File: src/phy_mgmt_pkg.sv
// What this block does
// - Disable input high ignores all serial transactions
// - Config pins load only register defaults
// - After reset, serial channel controls those bits
// - Shared data line, each side drives own part
// - Interrupt enable set: drive interrupt low on change
// - Reading interrupt status clears and releases interrupt
// - Answer only frames matching strapped address
// - Reset pin ORed with soft bit, extended
package phy_mgmt_pkg;

  // Clock and reset extension timing
  localparam int CLK_PERIOD_NS = 8;
  localparam int RST_EXT_NS    = 258000;
  localparam int RST_EXT_CYC   = RST_EXT_NS / CLK_PERIOD_NS;

  // Serial frame layout
  localparam int PREAMBLE_MIN = 32;
  localparam int HDR_BITS     = 12;
  localparam int TA_BITS      = 2;
  localparam int DATA_BITS    = 16;
  localparam logic [1:0] OP_READ  = 2'h2;
  localparam logic [1:0] OP_WRITE = 2'h1;

  // Serial register numbers and fields
  localparam logic [4:0] REG_CTRL     = 5'h00;
  localparam logic [4:0] REG_INT_EN   = 5'h12;
  localparam logic [4:0] REG_INT_STAT = 5'h13;
  localparam int CTRL_RESET_BIT = 15;
  localparam int CTRL_CFG3_BIT  = 13;
  localparam int CTRL_CFG2_BIT  = 12;
  localparam int CTRL_CFG1_BIT  = 8;
  localparam int INT_EN_BIT     = 1;
  localparam int INT_PEND_BIT   = 2;
  localparam logic [15:0] CTRL_RST   = 16'h0000;
  localparam logic [15:0] INT_EN_RST = 16'h0000;
  localparam logic [3:0]  PHY_ADDR_HI_DEF = 4'h0;

  // Bus register byte addresses and fields
  localparam logic [7:0] BUS_EVENT   = 8'h00;
  localparam logic [7:0] BUS_STATUS  = 8'h04;
  localparam logic [7:0] BUS_CTRL    = 8'h08;
  localparam logic [7:0] BUS_INT_EN  = 8'h0C;
  localparam int EVT_CHANGE_BIT = 0;
  localparam int ST_BUSY_BIT    = 5;
  localparam int ST_PEND_BIT    = 6;
  localparam int ST_DIS_BIT     = 7;
  localparam logic [1:0] HTRANS_NONSEQ = 2'h2;

  // Pins from outside the clock domain
  typedef struct packed {
    logic       mdc;
    logic       mdio;
    logic       disable_n;
    logic       rst_n;
    logic       strap;
    logic [2:0] cfg;
  } pins_t;

  // Bus address phase as captured
  typedef struct packed {
    logic       wr;
    logic       rd;
    logic [7:0] addr;
  } bus_req_t;

  // Decoded serial frame header
  typedef struct packed {
    logic [1:0] op;
    logic [4:0] phy;
    logic [4:0] regad;
  } frame_hdr_t;

endpackage : phy_mgmt_pkg

File: src/phy_rst_extend.sv
`timescale 1ns/1ps
module phy_rst_extend #(
  parameter int EXT_CYCLES = phy_mgmt_pkg::RST_EXT_CYC
) (
  // Clock and reset
  input  wire logic hclk,
  input  wire logic hresetn,
  // Reset sources
  input  wire logic hw_rst,
  input  wire logic sw_rst,
  // Reset cycle active
  output logic      busy
);
  import phy_mgmt_pkg::*;

  logic [31:0] cnt;
  logic [31:0] next_cnt;
  logic        next_busy;

  // Pin and soft bit combine; count restarts after both drop
  always_comb begin
    next_cnt  = cnt;
    next_busy = busy;
    if (hw_rst || sw_rst) begin
      next_cnt  = 32'(EXT_CYCLES);
      next_busy = 1'b1;
    end else if (cnt != 32'h0) begin
      next_cnt  = cnt - 32'h1;
    end else begin
      next_busy = 1'b0;
    end
  end

  always_ff @(posedge hclk or negedge hresetn) begin
    if (!hresetn) begin
      cnt  <= 32'(EXT_CYCLES);
      busy <= 1'b1;
    end else begin
      cnt  <= next_cnt;
      busy <= next_busy;
    end
  end

  property p_rst_extend;
    @(posedge hclk) disable iff (!hresetn)
      $fell(hw_rst || sw_rst) |-> busy [*8];
  endproperty
  a_rst_extend: assert property (p_rst_extend) else $error("reset cycle ended early");

endmodule : phy_rst_extend

File: src/phy_mgmt_port_ctrl.sv
// Design decisions made here: the placing of the registers and the AHB-Lite register port.
`timescale 1ns/1ps
module phy_mgmt_port_ctrl #(
  parameter int         RST_EXT_CYCLES = phy_mgmt_pkg::RST_EXT_CYC,
  parameter logic [3:0] PHY_ADDR_HI    = phy_mgmt_pkg::PHY_ADDR_HI_DEF
) (
  // Clock and reset
  input  wire logic        hclk,
  input  wire logic        hresetn,
  // AHB-Lite slave
  input  wire logic        hsel,
  input  wire logic [31:0] haddr,
  input  wire logic [1:0]  htrans,
  input  wire logic        hwrite,
  input  wire logic [2:0]  hsize,
  input  wire logic [31:0] hwdata,
  input  wire logic        hready,
  output logic             hreadyout,
  output logic [31:0]      hrdata,
  output logic             hresp,
  // Serial management pins
  input  wire logic        mdc,
  input  wire logic        mdio_in,
  output logic             mdio_out,
  output logic             mdio_oe,
  // Interrupt pin, open drain
  output logic             mgmt_irq_n_out,
  output logic             mgmt_irq_n_oe,
  // Straps and configuration pins
  input  wire logic        mgmt_access_disable,
  input  wire logic        phy_reset_n,
  input  wire logic        phy_addr_strap0,
  input  wire logic [2:0]  cfg_pin
);
  import phy_mgmt_pkg::*;

  typedef enum logic [2:0] {S_PRE, S_ST, S_HDR, S_TA, S_DATA} fsm_t;

  pins_t pins_raw, sync1, sync2;
  logic  mdc_d;
  logic  busy;
  logic  sw_rst;

  assign pins_raw = '{mdc: mdc, mdio: mdio_in, disable_n: ~mgmt_access_disable,
                      rst_n: phy_reset_n, strap: phy_addr_strap0, cfg: cfg_pin};

  // Two-flop synchroniser for every outside pin
  always_ff @(posedge hclk or negedge hresetn) begin
    if (!hresetn) begin
      sync1 <= '0;
      sync2 <= '0;
      mdc_d <= 1'b0;
    end else begin
      sync1 <= pins_raw;
      sync2 <= sync1;
      mdc_d <= sync2.mdc;
    end
  end

  wire logic mdc_rise = sync2.mdc & ~mdc_d;
  wire logic mgmt_off = ~sync2.disable_n;

  phy_rst_extend #(
    .EXT_CYCLES(RST_EXT_CYCLES)
  ) phy_rst_extend_i (
    .hclk   (hclk),
    .hresetn(hresetn),
    .hw_rst (~sync2.rst_n),
    .sw_rst (sw_rst),
    .busy   (busy)
  );

  // Serial engine and management register state
  fsm_t        state, next_state;
  logic [5:0]  cnt, next_cnt;
  logic [15:0] shift, next_shift;
  frame_hdr_t  hdr, next_hdr;
  logic [4:0]  phy_addr, next_phy_addr;
  logic [15:0] ctrl, next_ctrl;
  logic [15:0] int_en, next_int_en;
  logic        pend, next_pend;
  logic        next_mdio_out, next_mdio_oe, next_irq_oe;
  logic        evt_set, next_sw_rst;
  logic        rd_clear;

  function automatic logic [15:0] reg_read(input logic [4:0] ra, input logic [15:0] c,
                                            input logic [15:0] e, input logic p,
                                            input logic b);
    logic [15:0] v;
    v = 16'h0000;
    case (ra)
      REG_CTRL:     begin v = c; v[CTRL_RESET_BIT] = b; end
      REG_INT_EN:   v = e;
      REG_INT_STAT: v[INT_PEND_BIT] = p;
      default:      v = 16'h0000;
    endcase
    return v;
  endfunction : reg_read

  always_comb begin
    next_state    = state;
    next_cnt      = cnt;
    next_shift    = shift;
    next_hdr      = hdr;
    next_phy_addr = phy_addr;
    next_ctrl     = ctrl;
    next_int_en   = int_en;
    next_mdio_out = mdio_out;
    next_mdio_oe  = mdio_oe;
    next_sw_rst   = 1'b0;
    rd_clear      = 1'b0;
    if (busy) begin
      // Pins give defaults and the address while the reset cycle runs
      next_phy_addr = {PHY_ADDR_HI, sync2.strap};
      next_ctrl     = CTRL_RST;
      next_ctrl[CTRL_CFG3_BIT] = sync2.cfg[2];
      next_ctrl[CTRL_CFG2_BIT] = sync2.cfg[1];
      next_ctrl[CTRL_CFG1_BIT] = sync2.cfg[0];
      next_int_en   = INT_EN_RST;
      next_state    = S_PRE;
      next_cnt      = '0;
      next_mdio_oe  = 1'b0;
    end else if (mgmt_off) begin
      // Channel disabled: release the line, drop any frame
      next_state   = S_PRE;
      next_cnt     = '0;
      next_mdio_oe = 1'b0;
    end else if (mdc_rise) begin
      case (state)
        S_PRE: begin
          if (sync2.mdio) begin
            next_cnt = (cnt == 6'(PREAMBLE_MIN)) ? cnt : cnt + 6'h1;
          end else if (cnt == 6'(PREAMBLE_MIN)) begin
            next_state = S_ST;
          end else begin
            next_cnt = '0;
          end
        end
        S_ST: begin
          next_state = sync2.mdio ? S_HDR : S_PRE;
          next_cnt   = '0;
        end
        S_HDR: begin
          next_shift = {shift[14:0], sync2.mdio};
          next_cnt   = cnt + 6'h1;
          if (cnt == 6'(HDR_BITS - 1)) begin
            next_hdr = frame_hdr_t'({shift[10:0], sync2.mdio});
            next_cnt = '0;
            // Only frames addressed to this device go on
            if (next_hdr.phy == phy_addr &&
                (next_hdr.op == OP_READ || next_hdr.op == OP_WRITE)) begin
              next_state = S_TA;
              if (next_hdr.op == OP_READ) begin
                next_shift = reg_read(next_hdr.regad, ctrl, int_en, pend, busy);
                rd_clear   = (next_hdr.regad == REG_INT_STAT);
              end
            end else begin
              next_state = S_PRE;
            end
          end
        end
        S_TA: begin
          next_cnt = cnt + 6'h1;
          if (hdr.op == OP_READ && cnt == 6'h0) begin
            next_mdio_oe  = 1'b1;
            next_mdio_out = 1'b0;
          end
          if (cnt == 6'(TA_BITS - 1)) begin
            next_state = S_DATA;
            next_cnt   = '0;
            if (hdr.op == OP_READ) begin
              next_mdio_out = shift[15];
              next_shift    = {shift[14:0], 1'b0};
            end
          end
        end
        S_DATA: begin
          next_cnt = cnt + 6'h1;
          if (hdr.op == OP_READ) begin
            next_mdio_out = shift[15];
            next_shift    = {shift[14:0], 1'b0};
          end else begin
            next_shift = {shift[14:0], sync2.mdio};
          end
          if (cnt == 6'(DATA_BITS - 1)) begin
            next_state   = S_PRE;
            next_cnt     = '0;
            next_mdio_oe = 1'b0;
            if (hdr.op == OP_WRITE) begin
              // Serial channel now owns the configuration bits
              case (hdr.regad)
                REG_CTRL: begin
                  next_ctrl   = next_shift;
                  next_sw_rst = next_shift[CTRL_RESET_BIT];
                end
                REG_INT_EN: next_int_en = next_shift;
                default:    next_int_en = int_en;
              endcase
            end
          end
        end
        default: next_state = S_PRE;
      endcase
    end
    // Status change wins over a clearing read in the same cycle
    next_pend   = evt_set ? 1'b1 : (rd_clear ? 1'b0 : pend);
    if (busy) begin
      next_pend = 1'b0;
    end
    // Pin follows the registered flag and enable one edge later
    next_irq_oe = int_en[INT_EN_BIT] & pend;
  end

  always_ff @(posedge hclk or negedge hresetn) begin
    if (!hresetn) begin
      state          <= S_PRE;
      cnt            <= '0;
      shift          <= '0;
      hdr            <= '0;
      phy_addr       <= '0;
      ctrl           <= CTRL_RST;
      int_en         <= INT_EN_RST;
      pend           <= 1'b0;
      mdio_out       <= 1'b0;
      mdio_oe        <= 1'b0;
      mgmt_irq_n_oe  <= 1'b0;
      mgmt_irq_n_out <= 1'b0;
      sw_rst         <= 1'b0;
    end else begin
      state          <= next_state;
      cnt            <= next_cnt;
      shift          <= next_shift;
      hdr            <= next_hdr;
      phy_addr       <= next_phy_addr;
      ctrl           <= next_ctrl;
      int_en         <= next_int_en;
      pend           <= next_pend;
      mdio_out       <= next_mdio_out;
      mdio_oe        <= next_mdio_oe;
      mgmt_irq_n_oe  <= next_irq_oe;
      mgmt_irq_n_out <= 1'b0;
      sw_rst         <= next_sw_rst;
    end
  end

  // AHB-Lite slave: zero wait states, always OKAY
  bus_req_t req, next_req;
  logic [31:0] next_hrdata;
  wire logic take = hsel & hready & htrans[1];

  always_comb begin
    next_req    = '0;
    next_hrdata = 32'h0000_0000;
    if (take) begin
      next_req = '{wr: hwrite, rd: ~hwrite, addr: haddr[7:0]};
      if (!hwrite) begin
        case (haddr[7:0])
          BUS_STATUS: next_hrdata = {24'h0, mgmt_off, pend, busy, phy_addr};
          BUS_CTRL:   next_hrdata = {16'h0, reg_read(REG_CTRL, ctrl, int_en, pend, busy)};
          BUS_INT_EN: next_hrdata = {16'h0, int_en};
          default:    next_hrdata = 32'h0000_0000;
        endcase
      end
    end
  end
  assign evt_set = req.wr && req.addr == BUS_EVENT && hwdata[EVT_CHANGE_BIT];

  always_ff @(posedge hclk or negedge hresetn) begin
    if (!hresetn) begin
      req       <= '0;
      hrdata    <= 32'h0000_0000;
      hreadyout <= 1'b0;
      hresp     <= 1'b0;
    end else begin
      req       <= next_req;
      hrdata    <= next_hrdata;
      hreadyout <= 1'b1;
      hresp     <= 1'b0;
    end
  end

  // Checks
  property p_disable_quiet;
    @(posedge hclk) disable iff (!hresetn) mgmt_off [*2] |-> !mdio_oe && state == S_PRE;
  endproperty
  a_disable_quiet: assert property (p_disable_quiet) else $error("active while disabled");

  property p_cfg_load;
    @(posedge hclk) disable iff (!hresetn) busy [*2] |-> ctrl[CTRL_CFG1_BIT] == $past(sync2.cfg[0]);
  endproperty
  a_cfg_load: assert property (p_cfg_load) else $error("config default not loaded");

  property p_cfg_hold;
    @(posedge hclk) disable iff (!hresetn)
      !busy && !$past(busy) && !(mdc_rise && state == S_DATA) ##1 1'b1 |-> $stable(ctrl);
  endproperty
  a_cfg_hold: assert property (p_cfg_hold) else $error("config bits changed without write");

  property p_line_owner;
    @(posedge hclk) disable iff (!hresetn) mdio_oe |-> hdr.op == OP_READ && state inside {S_TA, S_DATA};
  endproperty
  a_line_owner: assert property (p_line_owner) else $error("line driven outside read");

  property p_irq_drive;
    @(posedge hclk) disable iff (!hresetn)
      pend && int_en[INT_EN_BIT] && !busy |=> mgmt_irq_n_oe && !mgmt_irq_n_out;
  endproperty
  a_irq_drive: assert property (p_irq_drive) else $error("interrupt not driven");

  property p_irq_clear;
    @(posedge hclk) disable iff (!hresetn) rd_clear && !evt_set |=> !pend ##1 !mgmt_irq_n_oe;
  endproperty
  a_irq_clear: assert property (p_irq_clear) else $error("status read did not clear");

  property p_addr_match;
    @(posedge hclk) disable iff (!hresetn) $rose(state == S_TA) |-> hdr.phy == phy_addr;
  endproperty
  a_addr_match: assert property (p_addr_match) else $error("foreign address accepted");

  property p_rise_only;
    @(posedge hclk) disable iff (!hresetn) !mdc_rise && !busy && !mgmt_off |=> $stable(state);
  endproperty
  a_rise_only: assert property (p_rise_only) else $error("frame moved without clock rise");

  property p_soft_reset;
    @(posedge hclk) disable iff (!hresetn) sw_rst |=> busy [*4];
  endproperty
  a_soft_reset: assert property (p_soft_reset) else $error("soft reset not extended");

endmodule : phy_mgmt_port_ctrl

File: config.mk
export PLATFORM = sky130hd
export DESIGN_NAME = phy_mgmt_port_ctrl
export DESIGN_NICKNAME = d
export VERILOG_FILES = /design/src/phy_mgmt_pkg.sv /design/src/phy_rst_extend.sv /design/src/phy_mgmt_port_ctrl.sv
export SDC_FILE = /design/constraint.sdc
export NUM_CORES = 1
export LEC_CHECK = 0
export ABC_AREA = 1
export BUFFER_PORTS_ARGS = -buffer_cell sky130_fd_sc_hd__buf_4
export CAP_MARGIN = 20
export CORE_MARGIN = 1.5
export CORE_UTILIZATION = 31
export DETAILED_ROUTE_END_ITERATION = 10
export HOLD_SLACK_MARGIN = 0.12
export PLACE_DENSITY = 0.59
export SYNTH_ARGS = -nofsm -noshare
export SYNTH_HDL_FRONTEND = slang
export SYNTH_HIERARCHICAL = 1
export SYNTH_SLANG_ARGS = --single-unit
File: constraint.sdc
create_clock -name hclk -period 2.2 [get_ports hclk]
set_clock_uncertainty 0.1 [all_clocks]
set_input_delay 0.44 -clock hclk [delete_from_list [all_inputs] [get_ports hclk]]
set_output_delay 0.44 -clock hclk [all_outputs]
set_load 0.01 [all_outputs]
**After elaboration in Yosys (flattened, before gate mapping)**

Cells that the tools add are included.

- Bits in registers: 161
- Logic and storage cells: 189
- Output and inout port bits: 38
- Input bits: 82

- Bitwise logic cells: 10
- Equal/unequal tests: 33
- Multiplexer cells: 81
- $add $sub $neg: 2
- Reductions and logical operators: 31

Operators by type and width:

| cell | count |
|---|---|
| 16-bit 2-to-1 mux | 13 |
| 15-bit 2-to-1 mux | 7 |
| 32-bit 2-to-1 mux | 3 |
| 16-bit case mux with 3 select lines | 2 |
| 6-bit 2-to-1 mux | 9 |
| 32-bit nonzero test | 1 |
| 32-bit by 1-bit subtractor with 32-bit output (second input constant) | 1 |
| 6-bit case mux with 5 select lines | 1 |
| 1-bit 2-to-1 mux | 29 |
| 4-bit by 3-bit inequality test with 1-bit output (second input constant) | 7 |
| 13-bit case mux with 2 select lines | 1 |
| 3-bit 2-to-1 mux | 8 |
| 6-bit AND reduction | 4 |
| 2-bit nonzero test | 9 |
| 8-bit by 4-bit equality test with 1-bit output (second input constant) | 2 |
| 5-bit equality test (second input constant) | 3 |
| 3-bit case mux with 5 select lines | 1 |
| 6-bit by 4-bit equality test with 1-bit output (second input constant) | 2 |
| 5-bit logical NOT | 2 |
| 10-bit 2-to-1 mux | 1 |
| 5-bit AND reduction | 2 |
| 8-bit by 3-bit equality test with 1-bit output (second input constant) | 1 |
| 8-bit logical NOT | 1 |
| 7-bit by 1-bit inequality test with 1-bit output (second input constant) | 1 |
| other kinds (26) | 46 |

**Depth between registers and ports, before layout**

Gate-level depths: netlist (run 1).

- Depth after elaboration: 12
- Mapped depth: 12
- Mapped depth without buffers: 12

**Modules after synthesis**

The synthesis (run 1) kept the hierarchy.

Modules (own cells, without submodules):

| module | cells each | sequential area each (um^2) | times used | area each (um^2) |
|---|---|---|---|---|
| phy_mgmt_port_ctrl | 685 | 2802.7 | 1 | 5445.2 |
| phy_rst_extend | 330 | 842.1 | 1 | 2160.8 |

**Worst setup path before layout (run 1)**

OpenSTA, ideal clock, no wires.

- Path kind: flip-flop to flip-flop
- From: register shift[9]
- To: register shift[2]
- Stages on the path, launching flop included: 12
- Arrival time: 1.472 ns
- Path buffers: 1
- Path slack: 0.510 ns
- Data required time: 1.983 ns
- Clock period less this slack: 1.690 ns
- Setup time: 0.117 ns
- Path through: dfrtp_1 > inv_1 > ha_1 > inv_1 > nand4_1 > nor2_1 > nand3_1 > inv_2 > buf_4 > nand2_1 > nand3_1 > nand2_1

- Word-level cells in the longest chain between the ends: 6
- Elaborated cells between the ends (all ways): 8
- Classes of those cells: eq/ne (2); mux (4); reduce/logical (2)

Ends and longest elaborated chain:

| element | RTL line | source |
|---|---|---|
| from (decl) | phy_mgmt_port_ctrl.sv:76 | `logic [15:0] shift, next_shift;` |
| from (signal assigned) | phy_mgmt_port_ctrl.sv:232 | `shift <= next_shift;` |
| 2-bit equality test or 2-bit by 1-bit equality test with 1-bit output (tied branches) | phy_mgmt_port_ctrl.sv:151, phy_mgmt_port_ctrl.sv:153 |  |
| 1-bit logical OR | phy_mgmt_port_ctrl.sv:151 | `(next_hdr.op == OP_READ \|\| next_hdr.op == OP_WRITE)) begin` |
| 1-bit logical AND | phy_mgmt_port_ctrl.sv:150 | `if (next_hdr.phy == phy_addr &&` |
| 16-bit 2-to-1 mux (*) | phy_mgmt_port_ctrl.sv:150 |  |
| 16-bit 2-to-1 mux (*) | phy_mgmt_port_ctrl.sv:146 | `if (cnt == 6'(HDR_BITS - 1)) begin` |
| 16-bit case mux with 3 select lines (*) | phy_mgmt_port_ctrl.sv:129 | `case (state)` |

Every way passes the cells marked *; elsewhere a longest branch is shown, timed or not.
A chain may end at the register's enable or synchronous reset.

==> impl_metrics.tcl, run 1 <==
set metrics [dict create \
    layout_commonest_cell "nand2_1" \
    switching_share_pct 22.9 \
    ys_ff_latch 145 \
    start_util_pct 31.5 \
    synth_warnings 6 \
    pre_cts_ws_ns 0.235 \
    wire_per_inst_um 13.2 \
    cts_max_level 4 \
    crit_type "reg2reg" \
    fin_ws_ns 0.213 \
    n_antenna_cell 0 \
    path_max_fanout 15 \
    slew_violations 0 \
    seqPwrFrac_pct 46.0 \
    clock_sinks 145 \
    status "finished clean" \
    layout_min_cycle_time_ns 1.99 \
    p_comb_share_pct 4.0 \
    die_y_um 160 \
    antenna_found_initial 0 \
    r2r-start "cnt[0]" \
    io_buffers 42 \
    grt_pass1_vias 6256 \
    numCtsBuffers 17 \
    hpwl_mm 13.1 \
    cell_internal_pwr_uw 4560 \
    period_share_pct 90.3 \
    via_per_inst 4.57 \
    fill_cells 2521 \
    startpoint "cnt[0]" \
    max-vdd-ir-drop_v 0.000378 \
    routed-via-count 6502 \
    slew_headroom_pct 43.4 \
    synth.distinct_cells 40 \
    core_um2 24200 \
    synth_area_um2 7610 \
    final_antenna_net_count 0 \
    fin_setup_tns_ns 0 \
    leakagePower_uw 0.00440 \
    dieArea_um2 25500 \
    hold_violations 0 \
    layout.nets 1173 \
    die_x_um 160 \
    p_sw_uw 1350 \
    cp.required_ns 2.47 \
    final_layout_size_suffix_gt1_share_pct 14.0 \
    syn_area_per_cell_um2 7.49 \
    boundaryPins 120 \
    cts.path.max_buffers 2 \
    fmax_mhz 503 \
    ys_seq_area_share_pct 47.9 \
    rsz0062_at_grt "false" \
    hold_path.class "in2reg" \
    syn_inst 1015 \
    area_growth_pct 18.8 \
    std_cell_rows 57 \
    layout_common_cells "252 x nand2_1, 156 x nor2_1, 141 x inv_1" \
    setup_viol 0 \
    clk_pin_slew_worst_paths_ns 0.06 \
    grt_max_degree 47 \
    dr.pass1.iters 4 \
    layout.cells.non_filler 1422 \
    min_from "haddr[0]" \
    dp_cells 1382 \
    insertion_delay_ns 0.43 \
    place.gp.congestion 0.872 \
    cts_tree "done" \
    dr.first_iter.drc_count 395 \
    power_density_nw_per_um2 655 \
    drc_errors 0 \
    grt_usage_pct 15.6 \
    start_kind "flop" \
    critPathCaptureType "flop" \
    cts_root_buf "clkbuf_16" \
    worst_pin_slew_ns 0.849 \
    worstPathArrival_ns 2.26 \
    gr-total-overflow 0 \
    grt_pass1_wl_mm 31.7 \
    p_clk_share_pct 50.0 \
    cap_viol_max_count 0 \
    routed_wl_mm 18.7 \
]
[registers in the layout, summed over array words and instances (netlist names), 7 cells and up]
signal	cells
ctrl	15
int_en	16
req	9
hrdata	16
phy_rst_extend_i/cnt	32
hdr	7
shift	16
sync1	8
sync2	8
[kinds of logic (layout without fill, tap and decap cells)]
family	count (synthesis)	count (layout)	share of synthesized area, %
simple gates	572	572	32.6
flops	145	145	47.9
other cells	2	19	0.0987
xor+xnor	4	4	0.461
compound gates	96	96	7.09
fa+ha+maj	5	5	0.823
buf+inv	191	257	11.1
[critical path: stages (launching register included)]
cell,delay [ns]
dfrtp_1,0.39
ha_1,0.21
nand2_1,0.09
nor2_2,0.13
nand2_2,0.10
nor3_4,0.18
nand2_1,0.12
nor2_4,0.38
nand2_1,0.11
nand3_1,0.11
[timing repair]
action,CTS,global route
hold endpoints to repair,37,0
resized for setup,0,0
hold buffers,9,0
buffers inserted,0,0
[power by group through the flow]
stage	clock, µW	sequential, µW	combinational, µW
2_1_floorplan	0	2770	118
3_3_place_gp	0	2770	229
3_5_place_dp	0	2770	231
4_1_cts	3020	2720	244
5_1_grt	3150	2730	273
6_report	2960	2720	238
[synth_stat cells]
| cell | instances | area share, % |
|---|---|---|
| nand2_1 | 252 | 12 |
| nor2_1 | 156 | 7.7 |
| inv_1 | 141 | 7.0 |
| dfrtp_1 | 132 | 43 |
| nand3_1 | 99 | 6.5 |
| o21ai_0 | 42 | 2.8 |
| a21oi_1 | 22 | 1.4 |
| buf_4 | 21 | 2.1 |
| nand4_1 | 18 | 1.5 |
| dfstp_2 | 13 | 4.5 |
| o22ai_1 | 12 | 0.99 |
| nor2_2 | 11 | 0.90 |
| clkbuf_1 | 9 | 0.44 |
| nor3_1 | 9 | 0.59 |
| inv_2 | 8 | 0.39 |
| buf_2 | 6 | 0.39 |
| nand2_2 | 6 | 0.49 |
| o21ai_1 | 6 | 0.39 |
| buf_6 | 5 | 0.74 |
| ha_1 | 5 | 0.82 |
| nor2_4 | 5 | 0.74 |
| o21ai_2 | 5 | 0.58 |
| o21bai_1 | 5 | 0.49 |
| or2_0 | 4 | 0.33 |
| conb_1 | 2 | 0.099 |
| nand3_2 | 2 | 0.26 |
| nand3b_1 | 2 | 0.20 |
| nor3_2 | 2 | 0.26 |
| nor4_1 | 2 | 0.16 |
| xnor2_1 | 2 | 0.23 |
| xor2_1 | 2 | 0.23 |
| a211oi_1 | 1 | 0.099 |
| a31oi_1 | 1 | 0.082 |
| and3_1 | 1 | 0.082 |
| buf_1 | 1 | 0.049 |
| nor3_4 | 1 | 0.21 |
| nor3b_1 | 1 | 0.099 |
| o211ai_1 | 1 | 0.099 |
| o21bai_2 | 1 | 0.15 |
| or2_2 | 1 | 0.082 |
[metrics by stage]
step / total power (µW) / area [µm²] / hold WS (ns) / utilization, %
after floorplan: 2890 / 7670 / 0.0444 / -
after global placement: 3000 / 8360 / 0.233 / 34.6
after detailed placement: 3000 / 8360 / 0.235 / 34.6
after CTS: 5990 / 9040 / 0.130 / 37.4
after global routing: 6150 / 9040 / 0.152 / 37.4
final: 5920 / 9040 / 0.143 / 37.4
[per-layer routing]
layer | vias up | global-route usage [%] | share of wire (%)
met1 | 3073 | 21.8 | 50
met5 | - | 0 | 0
li1 | 3284 | - | -
met4 | 0 | 4.93 | 1.0
met2 | 129 | 24.3 | 45
met3 | 16 | 3.06 | 4.2
[final cells by class]
cell class / count / area, µm² / share of cell area (%)
well taps: 324 / 405 / 4.49
clock buffers: 17 / 425 / 4.71
flip-flops and latches: 145 / 3640 / 40.3
repair buffers: 77 / 654 / 7.24
multi-input cells: 696 / 3180 / 35.2
clock inverters: 14 / 164 / 1.81
inverters: 149 / 559 / 6.19
[worst paths after layout]
kind                                                 end  slack, ns  depth (start not counted)
min in group asynchronous       phy_rst_extend_i/cnt[27]       0.42                          2
worst max register to register                  ctrl[13]       0.21                          9
worst min register to register                  sync2[5]       0.25                          0
max in group asynchronous          phy_rst_extend_i/busy       0.99                          3
worst max-delay path                            ctrl[13]       0.21                          9
worst min-delay path                              req[0]       0.14                          3
(Power assumes the default switching activity.)
==> inputs of run 2 (changes only) <==
--- a/config.mk
+++ b/config.mk
@@ -8,6 +8,7 @@
 export ABC_AREA = 1
 export BUFFER_PORTS_ARGS = -buffer_cell sky130_fd_sc_hd__buf_4
 export CAP_MARGIN = 20
+export CORE_ASPECT_RATIO = 1.4
 export CORE_MARGIN = 1.5
 export CORE_UTILIZATION = 31
 export DETAILED_ROUTE_END_ITERATION = 10
==> run 2 against run 1 <==
Against the previous run:
- cell count fell by 0.14%
- first-iteration DRC count fell by 3.0%
- non-clock buffer count rose by 11
- cell area rose by 1.1%
==> impl_metrics.tcl, run 2 (synthesized netlist as in run 1, its figures left out) <==
set metrics [dict create \
    status "finished clean" \
    slew_violations 0 \
    setup_viol 0 \
    switching_share_pct 23.2 \
    largest_reg_flops 32 \
    r2r_cells 9 \
    area_growth_pct 20.1 \
    layout_commonest_cell "nand2_1" \
    boundaryPins 120 \
    regMostFlops "phy_rst_extend_i/cnt" \
    slew_headroom_pct 65.8 \
    die_x_um 135 \
    gr-total-overflow 0 \
    hpwl_mm 14.5 \
    fin_util_pct 38.0 \
    crit_type "in2reg" \
    die_y_um 188 \
    routed-via-count 6520 \
    grt_pass1_wl_mm 33.1 \
    insertion_delay_ns 0.44 \
    fmax_mhz 494 \
    cap_viol_max_count 0 \
    cell_internal_pwr_uw 4580 \
    clock_sinks 145 \
    numCtsBuffers 17 \
    dieArea_um2 25500 \
    io_buffers 42 \
    p_sw_uw 1380 \
    wire_per_inst_um 13.8 \
    holdPathStages 3 \
    clk_pin_slew_worst_paths_ns 0.06 \
    worst_pin_slew_ns 0.513 \
    layout_min_cycle_time_ns 2.03 \
    path_max_fanout 15 \
    layout.nets 1184 \
    worstPathArrival_ns 2.25 \
    core_um2 24100 \
    grt_pass1_vias 6675 \
    place.gp.congestion 0.864 \
    dr.pass1.iters 5 \
    cts_tree "done" \
    grt_usage_pct 16.7 \
    grt_max_degree 49 \
    final_antenna_net_count 0 \
    period_share_pct 92.1 \
    start_util_pct 31.6 \
    cts_max_level 4 \
    fin_setup_tns_ns 0 \
    seqPwrFrac_pct 45.7 \
    layout_common_cells "252 x nand2_1, 156 x nor2_1, 141 x inv_1" \
    cts.path.max_buffers 2 \
    n_antenna_cell 0 \
    hold_violations 0 \
    rsz0062_at_grt "false" \
    postCtsResizedCells 0 \
    antenna_found_initial 0 \
    routed_wl_mm 19.6 \
    std_cell_rows 67 \
    drc_errors 0 \
    dr.first_iter.drc_count 383 \
    cp.required_ns 2.42 \
    final_layout_size_suffix_gt1_share_pct 14.8 \
    hold_path.class "in2reg" \
    cts_root_buf "clkbuf_16" \
    max-vdd-ir-drop_v 0.000480 \
    p_comb_share_pct 4.0 \
    critPathCaptureType "flop" \
    power_density_nw_per_um2 653 \
    start_kind "input pin" \
    p_clk_share_pct 50.3 \
    leakagePower_uw 0.00446 \
    via_per_inst 4.59 \
]
-- run 2: changes by cell type in the layout (fill, tap and decap cells not counted), sizes merged --
cell / before / now
dlygate4sd3: 9 / 11
clkinv: 6 / 5
buf: 68 / 77
inv: 151 / 154
clkinvlp: 3 / 2
-- run 2: cell type report --
| cell class | instances | area, µm² |
|---|---|---|
| inverters | 149 | 559 |
| well taps | 310 | 388 |
| multi-input cells | 696 | 3180 |
| clock inverters | 15 | 178 |
| repair buffers | 88 | 754 |
| flip-flops and latches | 145 | 3640 |
| fillers | 2504 | 14900 |
| clock buffers | 17 | 425 |
-- run 2: path summary, 6_finish.rpt --
path,from,end,slack [ns]
setup / recovery,haddr[1],hrdata[9],0.17
hold / removal,hwrite,req[9],0.14
setup reg to reg,cnt[0],ctrl[2],0.24
hold reg to reg,sync1[7],sync2[7],0.25
max in group asynchronous,hresetn,phy_rst_extend_i/cnt[12],0.87
min in group asynchronous,hresetn,phy_rst_extend_i/cnt[19],0.41
-- run 2: power by group through the flow --
stage	Combinational [µW]	Sequential, µW	Clock, µW
CTS	247	2720	3090
global route	276	2730	3200
finish	241	2720	3000
detailed placement	231	2770	0
floorplan	118	2770	0
global placement	230	2770	0
-- run 2: what timing repair did --
action / CTS / global route
hold buffers: 11 / 0
setup buffers: 0 / 1
setup endpoints to repair: 0 / 1
endpoints found under the hold margin: 50 / 0
-- run 2: through the flow --
stage                     hold WS (ns)  cells  total power (µW)  cell area, µm²  setup slack [ns]
after CTS                        0.121   1419              6060            9110             0.216
after global routing             0.134   1420              6200            9130            0.0584
after floorplan                 0.0444   1032              2890            7670             0.510
final                            0.138   1420              5960            9130             0.175
after global placement           0.233   1376              3000            8400             0.283
after detailed placement         0.235   1376              3000            8400             0.258
-- run 2: per-layer routing --
metal	GRT usage (%)	vias to the layer above	share of wire [%]
li1	-	3303	-
met1	18.8	3038	40
met2	29.7	132	52
met3	3.09	47	3.3
met4	8.85	0	4.1
met5	0	-	0
-- run 2: critical path, cell delays in order --
cell	delay, ns
dlygate4sd3_1	0.54
buf_4	0.14
nor2_1	0.16
inv_1	0.11
a211oi_1	0.30
nand2_1	0.08
buf_4	0.21
a21oi_1	0.26
